[config.mk]
export PLATFORM = sky130hd
export DESIGN_NAME = dvro_core
export DESIGN_NICKNAME = d
export VERILOG_FILES = /design/src/include/dvro_pkg.sv /design/src/include/dvro_lpf_if.sv /design/src/rtl/dvro_core.sv /design/src/rtl/dvro_lpf.sv
export SDC_FILE = /design/constraint.sdc
export NUM_CORES = 2
export LEC_CHECK = 0
export BUFFER_PORTS_ARGS = -buffer_cell sky130_fd_sc_hd__buf_2
export CAP_MARGIN = 10
export CORE_AREA = 4 4 388 390
export CTS_CLUSTER_SIZE = 20
export DETAILED_ROUTE_END_ITERATION = 16
export DIE_AREA = 0 0 392 394
export MAX_ROUTING_LAYER = met4
export SYNTH_ARGS = -nofsm -noshare
export SYNTH_HDL_FRONTEND = slang
export SYNTH_SLANG_ARGS = --single-unit
[constraint.sdc]
create_clock -name core_clk_i -period 124.8 [get_ports core_clk_i]
set_input_delay 24.96 -clock core_clk_i [delete_from_list [all_inputs] [get_ports core_clk_i]]
set_output_delay 24.96 -clock core_clk_i [all_outputs]
set_load 0.05 [all_outputs]
[src/include/dvro_pkg.sv]
// Purpose: Shared constants for the transition offset and overcurrent mask block.
// Assumes: 125 MHz core clock; configuration written through the device command port.
// Notes: Times are kept in ns, cycle counts are derived from them in the logic.
package dvro_pkg;
  // Command codes of the configuration registers
  localparam logic [15:0] CMD_FAST_STEP = 16'hb00c;
  localparam logic [15:0] CMD_SLOW_STEP = 16'hb00d;
  localparam logic [15:0] CMD_PARAMS = 16'hb00e;
  localparam int PARAMS_W = 48;
  // Offset fields, most significant first: rise fast, rise slow, fall fast, fall slow
  localparam int OFF_W = 6;
  localparam int OFF_RISE_FAST_LSB = 42;
  localparam int OFF_RISE_SLOW_LSB = 36;
  localparam int OFF_FALL_FAST_LSB = 30;
  localparam int OFF_FALL_SLOW_LSB = 24;
  localparam int TAU_LSB = 10;
  localparam int TAU_W = 14;
  localparam int MASK_LSB = 0;
  localparam int MASK_W = 10;
  // Step code fields
  localparam int CODE_W = 6;
  localparam logic [CODE_W-1:0] CODE_MAX = 6'h3f;
  localparam int SEL_W = 4;
  localparam int SCALE_MUL = 2;
  // Reset values of the configuration registers
  localparam logic [PARAMS_W-1:0] PARAMS_RST = 48'h0;
  localparam logic [CODE_W-1:0] CODE_RST = 6'h01;
  // Timing
  localparam int CLK_NS = 8;
  localparam int BASE_NS = 25;
  localparam int MASK_STEP_NS = 100;
  localparam int MASK_FIX_NS = 25;
  localparam int LP_FRAC = 14;
  localparam int LP_NUM = BASE_NS * (2 ** LP_FRAC);
  localparam int COEF_W = LP_FRAC + 1;
  localparam int MASK_CNT_W = 14;
  localparam int FOUT_W = 8;
  // Sequencer states
  typedef enum logic [1:0] {
    ST_IDLE,
    ST_SLEW,
    ST_MASK
  } dvro_state_t;
endpackage

[src/include/dvro_lpf_if.sv]
// Purpose: Carrier between the sequencer and the offset low-pass filter.
// Assumes: Both ends run on the core clock.
// Notes: The sequencer drives target, coefficient and update; the filter returns its output.
`timescale 1ns/10ps
`default_nettype none
interface dvro_lpf_if;
  import dvro_pkg::*;
  logic update;
  logic signed [OFF_W-1:0] target;
  logic [COEF_W-1:0] coef;
  logic signed [FOUT_W-1:0] fout;
  modport seq (output update, output target, output coef, input fout);
  modport filt (input update, input target, input coef, output fout);
endinterface
`default_nettype wire

[src/rtl/dvro_core.sv]
// Purpose: Reference slew, transition offset and overcurrent mask sequencer.
// Assumes: Target and speed inputs come from core-clock logic; commands are whole writes.
// Notes: The reference output wraps; targets must be held steady while a slew runs.
`timescale 1ns/10ps
`default_nettype none
module dvro_core #(
  parameter int REF_W = 9
) (
  input wire logic core_clk_i,
  input wire logic reset_i,
  input wire logic reg_wr_i,
  input wire logic reg_rd_i,
  input wire logic [15:0] reg_cmd_i,
  input wire logic [dvro_pkg::PARAMS_W-1:0] reg_wdata_i,
  output logic [dvro_pkg::PARAMS_W-1:0] reg_rdata_o,
  input wire logic [REF_W-1:0] target_step_i,
  input wire logic fast_i,
  input wire logic [dvro_pkg::SEL_W-1:0] slow_rate_selector_i,
  output logic [REF_W-1:0] reference_step_o,
  output logic transition_active_o,
  output logic oc_mask_o
);
  import dvro_pkg::*;
  // Refuse widths that cannot carry the filtered offset or overrun the slew logic
  if (REF_W < FOUT_W || REF_W > 16) begin
    $error("REF_W out of range");
  end

  dvro_lpf_if lpf ();
  dvro_lpf u_lpf (
    .core_clk_i(core_clk_i),
    .reset_i(reset_i),
    .lpf(lpf)
  );

  logic [PARAMS_W-1:0] params_q, params_d, rdata_q, rdata_d;
  logic [CODE_W-1:0] fast_code_q, fast_code_d, slow_code_q, slow_code_d;
  logic [COEF_W-1:0] coef_q, coef_d;
  logic [5:0] tacc_q, tacc_d;
  logic tick_q, tick_d;
  logic [CODE_W:0] pace_q, pace_d, psum, inc;
  logic [CODE_W-1:0] code_eff, fast_eff, slow_eff;
  logic [SEL_W-1:0] sel_eff;
  logic [REF_W-1:0] ref_q, ref_d, ref_out_q, ref_out_d;
  logic rise_q, rise_d, fast_q, fast_d, step;
  logic signed [OFF_W-1:0] off_q, off_d, off_sel;
  logic [MASK_CNT_W-1:0] mcnt_q, mcnt_d, mask_calc;
  logic [TAU_W-1:0] tau;
  logic [MASK_W-1:0] mcode;
  dvro_state_t st_q, st_d;

  // Command port: writes by code, read data registered; unknown codes read zero
  always_comb begin
    params_d = params_q;
    fast_code_d = fast_code_q;
    slow_code_d = slow_code_q;
    rdata_d = rdata_q;
    if (reg_wr_i && reg_cmd_i == CMD_PARAMS) params_d = reg_wdata_i;
    if (reg_wr_i && reg_cmd_i == CMD_FAST_STEP) fast_code_d = reg_wdata_i[CODE_W-1:0];
    if (reg_wr_i && reg_cmd_i == CMD_SLOW_STEP) slow_code_d = reg_wdata_i[CODE_W-1:0];
    if (reg_rd_i) begin
      case (reg_cmd_i)
        CMD_PARAMS: rdata_d = params_q;
        CMD_FAST_STEP: rdata_d = PARAMS_W'(fast_code_q);
        CMD_SLOW_STEP: rdata_d = PARAMS_W'(slow_code_q);
        default: rdata_d = '0;
      endcase
    end
  end

  assign tau = params_q[TAU_LSB +: TAU_W];
  assign mcode = params_q[MASK_LSB +: MASK_W];
  // coefficient from tau; division only follows a register change
  assign coef_d = COEF_W'(LP_NUM / (BASE_NS + int'(tau)));
  // mask time in cycles, rounded up so the mask never ends early
  assign mask_calc = MASK_CNT_W'((int'(mcode) * MASK_STEP_NS + MASK_FIX_NS + CLK_NS - 1) / CLK_NS);

  // 25 ns timebase as a fractional accumulator: exact on average at 8 ns cycles
  always_comb begin
    tacc_d = tacc_q + 6'(CLK_NS);
    tick_d = 1'b0;
    if (tacc_d >= 6'(BASE_NS)) begin
      tacc_d = tacc_d - 6'(BASE_NS);
      tick_d = 1'b1;
    end
  end

  // zero code behaves as the slowest code
  assign fast_eff = (fast_code_q == '0) ? CODE_MAX : fast_code_q;
  assign slow_eff = (slow_code_q == '0) ? CODE_MAX : slow_code_q;
  // scale is twice the selector; zero would stall the slew, so it acts as one
  assign sel_eff = (slow_rate_selector_i == '0) ? SEL_W'(1) : slow_rate_selector_i;
  assign inc = fast_q ? (CODE_W + 1)'(1) : (CODE_W + 1)'(SCALE_MUL * int'(sel_eff));
  assign code_eff = fast_q ? fast_eff : slow_eff;
  assign psum = pace_q + inc;
  // one step once the paced periods reach the code
  assign step = tick_q && (psum >= (CODE_W + 1)'(code_eff));

  // pick offset field by direction and speed
  always_comb begin
    case ({rise_d, fast_d})
      2'b11: off_sel = params_q[OFF_RISE_FAST_LSB +: OFF_W];
      2'b10: off_sel = params_q[OFF_RISE_SLOW_LSB +: OFF_W];
      2'b01: off_sel = params_q[OFF_FALL_FAST_LSB +: OFF_W];
      default: off_sel = params_q[OFF_FALL_SLOW_LSB +: OFF_W];
    endcase
  end

  // Sequencer: slew to the target, then hold the overcurrent mask
  always_comb begin
    st_d = st_q;
    ref_d = ref_q;
    pace_d = pace_q;
    rise_d = rise_q;
    fast_d = fast_q;
    off_d = off_q;
    mcnt_d = mcnt_q;
    case (st_q)
      ST_IDLE, ST_MASK: begin
        if (st_q == ST_MASK) begin
          mcnt_d = mcnt_q - MASK_CNT_W'(1);
          if (mcnt_q <= MASK_CNT_W'(1)) st_d = ST_IDLE;
        end
        if (target_step_i != ref_q) begin
          st_d = ST_SLEW;
          rise_d = target_step_i > ref_q;
          fast_d = fast_i;
          pace_d = '0;
          // offset applied as the transition starts
          off_d = off_sel;
        end
      end
      ST_SLEW: begin
        if (tick_q) pace_d = psum;
        if (step) begin
          pace_d = (psum - (CODE_W + 1)'(code_eff) >= (CODE_W + 1)'(code_eff)) ?
                   '0 : psum - (CODE_W + 1)'(code_eff);
          ref_d = rise_q ? ref_q + REF_W'(1) : ref_q - REF_W'(1);
        end
        if (ref_d == target_step_i) begin
          st_d = ST_MASK;
          // mask hold count loads as the transition ends
          mcnt_d = mask_calc;
          off_d = '0;
        end
      end
      default: st_d = ST_IDLE;
    endcase
    // signed offset in steps added to the reference
    ref_out_d = ref_q + REF_W'(lpf.fout);
  end

  // filter updated once per 25 ns
  assign lpf.update = tick_q;
  assign lpf.target = off_q;
  assign lpf.coef = coef_q;

  always_ff @(posedge core_clk_i or posedge reset_i) begin
    if (reset_i) begin
      params_q <= PARAMS_RST;
      fast_code_q <= CODE_RST;
      slow_code_q <= CODE_RST;
      rdata_q <= '0;
      coef_q <= COEF_W'(LP_NUM / BASE_NS);
      tacc_q <= '0;
      tick_q <= 1'b0;
      pace_q <= '0;
      ref_q <= '0;
      ref_out_q <= '0;
      rise_q <= 1'b0;
      fast_q <= 1'b0;
      off_q <= '0;
      mcnt_q <= '0;
      st_q <= ST_IDLE;
    end else begin
      params_q <= params_d;
      fast_code_q <= fast_code_d;
      slow_code_q <= slow_code_d;
      rdata_q <= rdata_d;
      coef_q <= coef_d;
      tacc_q <= tacc_d;
      tick_q <= tick_d;
      pace_q <= pace_d;
      ref_q <= ref_d;
      ref_out_q <= ref_out_d;
      rise_q <= rise_d;
      fast_q <= fast_d;
      off_q <= off_d;
      mcnt_q <= mcnt_d;
      st_q <= st_d;
    end
  end

  // Outputs straight from flops; the mask covers the slew and the hold after it
  logic act_q, mask_q, act_d, mask_d;
  assign act_d = (st_d == ST_SLEW);
  assign mask_d = (st_d != ST_IDLE);
  always_ff @(posedge core_clk_i or posedge reset_i) begin
    if (reset_i) begin
      act_q <= 1'b0;
      mask_q <= 1'b0;
    end else begin
      act_q <= act_d;
      mask_q <= mask_d;
    end
  end
  assign transition_active_o = act_q;
  assign oc_mask_o = mask_q;
  assign reference_step_o = ref_out_q;
  assign reg_rdata_o = rdata_q;
endmodule
`default_nettype wire

[src/rtl/dvro_lpf.sv]
// Purpose: First-order low-pass of the transition offset, in reference steps.
// Assumes: One update pulse per 25 ns period; coefficient over 2^14 is the smoothing fraction per update.
// Notes: State keeps 14 fraction bits so small fractions still converge.
`timescale 1ns/10ps
`default_nettype none
module dvro_lpf (
  input wire logic core_clk_i,
  input wire logic reset_i,
  dvro_lpf_if.filt lpf
);
  import dvro_pkg::*;
  localparam int Y_W = OFF_W + LP_FRAC + 2;
  localparam int P_W = Y_W + 1 + COEF_W + 1;
  logic signed [Y_W-1:0] y_q, y_d;
  logic signed [Y_W:0] diff;
  logic signed [P_W-1:0] prod;
  logic signed [Y_W-1:0] rnd;
  logic signed [FOUT_W-1:0] fout_q, fout_d;

  // Smoothing step y += (x - y) * coef / 2^14, then round to whole steps
  always_comb begin
    diff = (Y_W + 1)'($signed(lpf.target) <<< LP_FRAC) - (Y_W + 1)'(y_q);
    prod = P_W'(diff) * P_W'($signed({1'b0, lpf.coef}));
    y_d = y_q;
    if (lpf.update) begin
      y_d = y_q + Y_W'(prod >>> LP_FRAC);
    end
    rnd = (y_d + Y_W'(2 ** (LP_FRAC - 1))) >>> LP_FRAC;
    fout_d = FOUT_W'(rnd);
  end

  always_ff @(posedge core_clk_i or posedge reset_i) begin
    if (reset_i) begin
      y_q <= '0;
      fout_q <= '0;
    end else begin
      y_q <= y_d;
      fout_q <= fout_d;
    end
  end

  assign lpf.fout = fout_q;
endmodule
`default_nettype wire

==> results.yml <==
timing:
  holdWs_ns: 0.510
  fin_setup_tns_ns: 0
  period_minus_slack_ns: 89.82
  grt_setup_unrepaired: "false"
  final.period_utilization_pct: 72.0
  finalSetupViolCount: 0
  timing.slew.headroom_pct: 15.8
  hold_viol: 0
  worst-slew-pin-transition_ns: 1.26
  skew_ns: 0.0222
  clock.fmax_mhz: 11.1
  finalMaxSlewViolations: 0
yosys:
  synth-seq-cells: 211
  synth_most_common_cell: "sky130_fd_sc_hd__inv_1"
  yosysWarningCount: 0
  synth-seq-area-share_pct: 10.3
  synthTopCellsByCount: "sky130_fd_sc_hd__inv_1, sky130_fd_sc_hd__a21oi_1, sky130_fd_sc_hd__ha_1"
  synth-edff-count: 0
  netlist_instances: 6591
  dominantRegCellSynth: "sky130_fd_sc_hd__dfrtp_1"
  synthesized_area_per_cell_sq_um: 7.75
  synth.largest_area_cell: "sky130_fd_sc_hd__ha_1"
  synth.distinct_cells: 133
  synth_top_cell_area_share_pct: 13.2
  netlist_area_sq_mm: 0.0511
  synth-async-reset-ratio_pct: 100
  synthTopCellsByArea: "sky130_fd_sc_hd__ha_1, sky130_fd_sc_hd__fa_1, sky130_fd_sc_hd__dfrtp_1"
worst_hold_path:
  hold-path-endpoint: "reference_step_o[0]"
  holdCritStartpoint: "u_lpf.lpf.fout[0]"
  worst_hold_path_cell_count: 1
  hold_path_class: "reg2reg"
setup_path:
  critPathMostFrequentCell: "sky130_fd_sc_hd__a21oi_1"
  worstPathMaxFanout: 40
  setup.reg_to_reg.worst_slack_ns: 34.98
  worstReg2RegEnd: "coef_q[0]"
  crit_path_start_kind: "register"
  crit_required_ns: 125.21
  rr_startpoint: "params_q[10]"
  setup.worst_path.end_class: "register"
  critPathArrivalTime_ns: 90.23
  crit_path_top_delay_cell: "sky130_fd_sc_hd__o41ai_1"
  worst_path_largest_cell_delay_ns: 0.89
  reg2regPathDepth: 393
  critPathKind: "reg2reg"
status:
  run_status: "finished, final reports clean"
clocking:
  cts_hold_repair.buffers: 0
  clkSinkCount: 211
  clock_tree.htree_level_count: 1
  post_cts.repair.setup_buffers: 0
  worst_skew_pair.late_latency_ns: 0.59
  post_cts_resize_count: 0
  clock-root-buffer: "sky130_fd_sc_hd__clkbuf_16"
  clock_tree.buffer_depth: 3
  inserted_clock_buffers: 29
  clk_transition_reported_paths_ns: 0.06
  clock_tree_from_tritoncts: "built"
grt:
  first_pass_grt_wire_length_microns: 260000
  gr-usage-all-layers_pct: 21.1
  grt_pass1_vias: 47100
  grt_overflow: 0
  pin_count_of_the_biggest_net_entering_global_routing: 97
  grt_antenna_before_repair: 1
die:
  rows: 141
  die_w_microns: 392
  design.die.area_sq_mm: 0.154
  io-pin-count: 141
  dieHeight_microns: 394
  core_area_sq_mm: 0.147
  initial_cell_density_of_the_core_pct: 34.7
drt:
  wl_per_cell_microns: 19.1
  drt_wl_total_microns: 164000
  drc: 0
  number_of_antenna_violating_nets_in_the_routed_design: 0
  detail_route.vias_per_cell: 5.66
  drtIter0Drc: 3494
  routed-via-count: 48500
  detail_route.first_pass.iterations: 6
final_layout:
  fin_nets: 7561
  post-route-cell-area_sq_mm: 0.0550
  share_of_post_route_cells_with_drive_strength_above_1_pct: 9.01
  layout-area-overhead-vs-synth_pct: 7.62
placed_design:
  routability_congestion: 0.976
  io_buffers: 140
  dp.final_hpwl_microns: 127000
  placedInstanceArea_sq_mm: 0.0540
flow_run:
  drv.max_cap_violation_count: 0
per-layer routing:
metal	track usage (%)	vias up	routed length, microns
li1	-	23400	-
met1	28.3	23400	75300
met2	34.3	1368	75700
met3	1.61	291	7920
met4	5.61	0	4980
met5	-	-	0
layout by cell type, fill, tap and decap left out, types with 55 or more instances in the layout:
cell / instances
sky130_fd_sc_hd__buf_4: 85
sky130_fd_sc_hd__xor2_1: 120
sky130_fd_sc_hd__ha_1: 541
sky130_fd_sc_hd__and2_1: 205
sky130_fd_sc_hd__nor3_1: 145
sky130_fd_sc_hd__o21a_1: 102
sky130_fd_sc_hd__nor2_1: 520
sky130_fd_sc_hd__nor2b_1: 55
sky130_fd_sc_hd__buf_2: 140
sky130_fd_sc_hd__o21bai_1: 132
sky130_fd_sc_hd__mux2i_1: 57
sky130_fd_sc_hd__a21oi_1: 587
sky130_fd_sc_hd__nand4_1: 73
sky130_fd_sc_hd__dfrtp_1: 207
sky130_fd_sc_hd__xnor2_1: 306
sky130_fd_sc_hd__o21ai_0: 331
sky130_fd_sc_hd__a21o_1: 172
sky130_fd_sc_hd__mux2_2: 154
sky130_fd_sc_hd__fa_1: 326
sky130_fd_sc_hd__inv_1: 645
sky130_fd_sc_hd__nand3_1: 179
sky130_fd_sc_hd__nand2_1: 509
sky130_fd_sc_hd__nand2b_1: 70
state kept, by name, indices dropped and copies added, names as in the netlist, 7 cells and up:
| name | cells |
|---|---|
| pace_q | 7 |
| reference_step_o | 9 |
| reg_rdata_o | 48 |
| params_q | 48 |
| coef_q | 15 |
| mcnt_q | 14 |
| u_lpf.lpf.fout | 8 |
| ref_q | 9 |
| u_lpf.y_q | 22 |
worst max-delay path by stage:
| stage | startpoint | end | slack [ns] | cells after the start |
|---|---|---|---|---|
| 6_report | params_q[10] | coef_q[0] | 34.98 | 393 |
| 5_1_grt | params_q[10] | coef_q[0] | 26.86 | 392 |
| 4_1_cts | params_q[10] | coef_q[0] | 36.50 | 393 |
| 3_5_place_dp | params_q[10] | coef_q[0] | 36.90 | 393 |
| 3_3_place_gp | params_q[10] | coef_q[0] | 38.98 | 393 |
| 2_1_floorplan | params_q[10] | coef_q[0] | 45.90 | 436 |
layout make-up:
type                            instances  area, sq um
Antenna cell                            2         5.00
Clock buffer                           32          737
Clock inverter                         21          204
Fill cell                           15400        92100
Inverter                              655         2470
Multi-Input combinational cell       5490        42500
Sequential cell                       211         5290
Tap cell                             1930         2410
Timing Repair Buffer                  225         1340
critical path: cells and delay by family (launching register included):
| kind | cells | cell delay (ns) |
|---|---|---|
| AO/OA/AOI/OAI | 218 | 44.54 |
| AND/OR/NAND/NOR | 118 | 26.90 |
| adder cells (fa/ha/maj) | 28 | 9.38 |
| multiplexers | 12 | 3.71 |
| flip-flops | 1 | 0.61 |
| buffers and inverters | 17 | 4.14 |
cell families after synthesis:
logic type | synth area share, %
xor gates and xnor gates | 7.60
adders and majority gates | 26.0
other | 0.00734
buffers and inverters | 6.72
muxes | 4.71
and+or+nand+nor | 20.2
AOI/OAI and AO/OA | 24.5
DFF | 10.3
stage by stage:
step / utilization [%] / setup WS, ns / std cells
detailed placement: 36.7 / 36.90 / 8511
global route: 37.4 / 26.86 / 8565
CTS: 37.4 / 36.50 / 8564
finish: 37.4 / 34.98 / 8566
global placement: 36.7 / 38.98 / 8511
floorplan: - / 45.90 / 6593
Power is left out: the tool's default activity adds up to more than one toggle a clock period on the data nets, which glitch-free logic cannot reach.
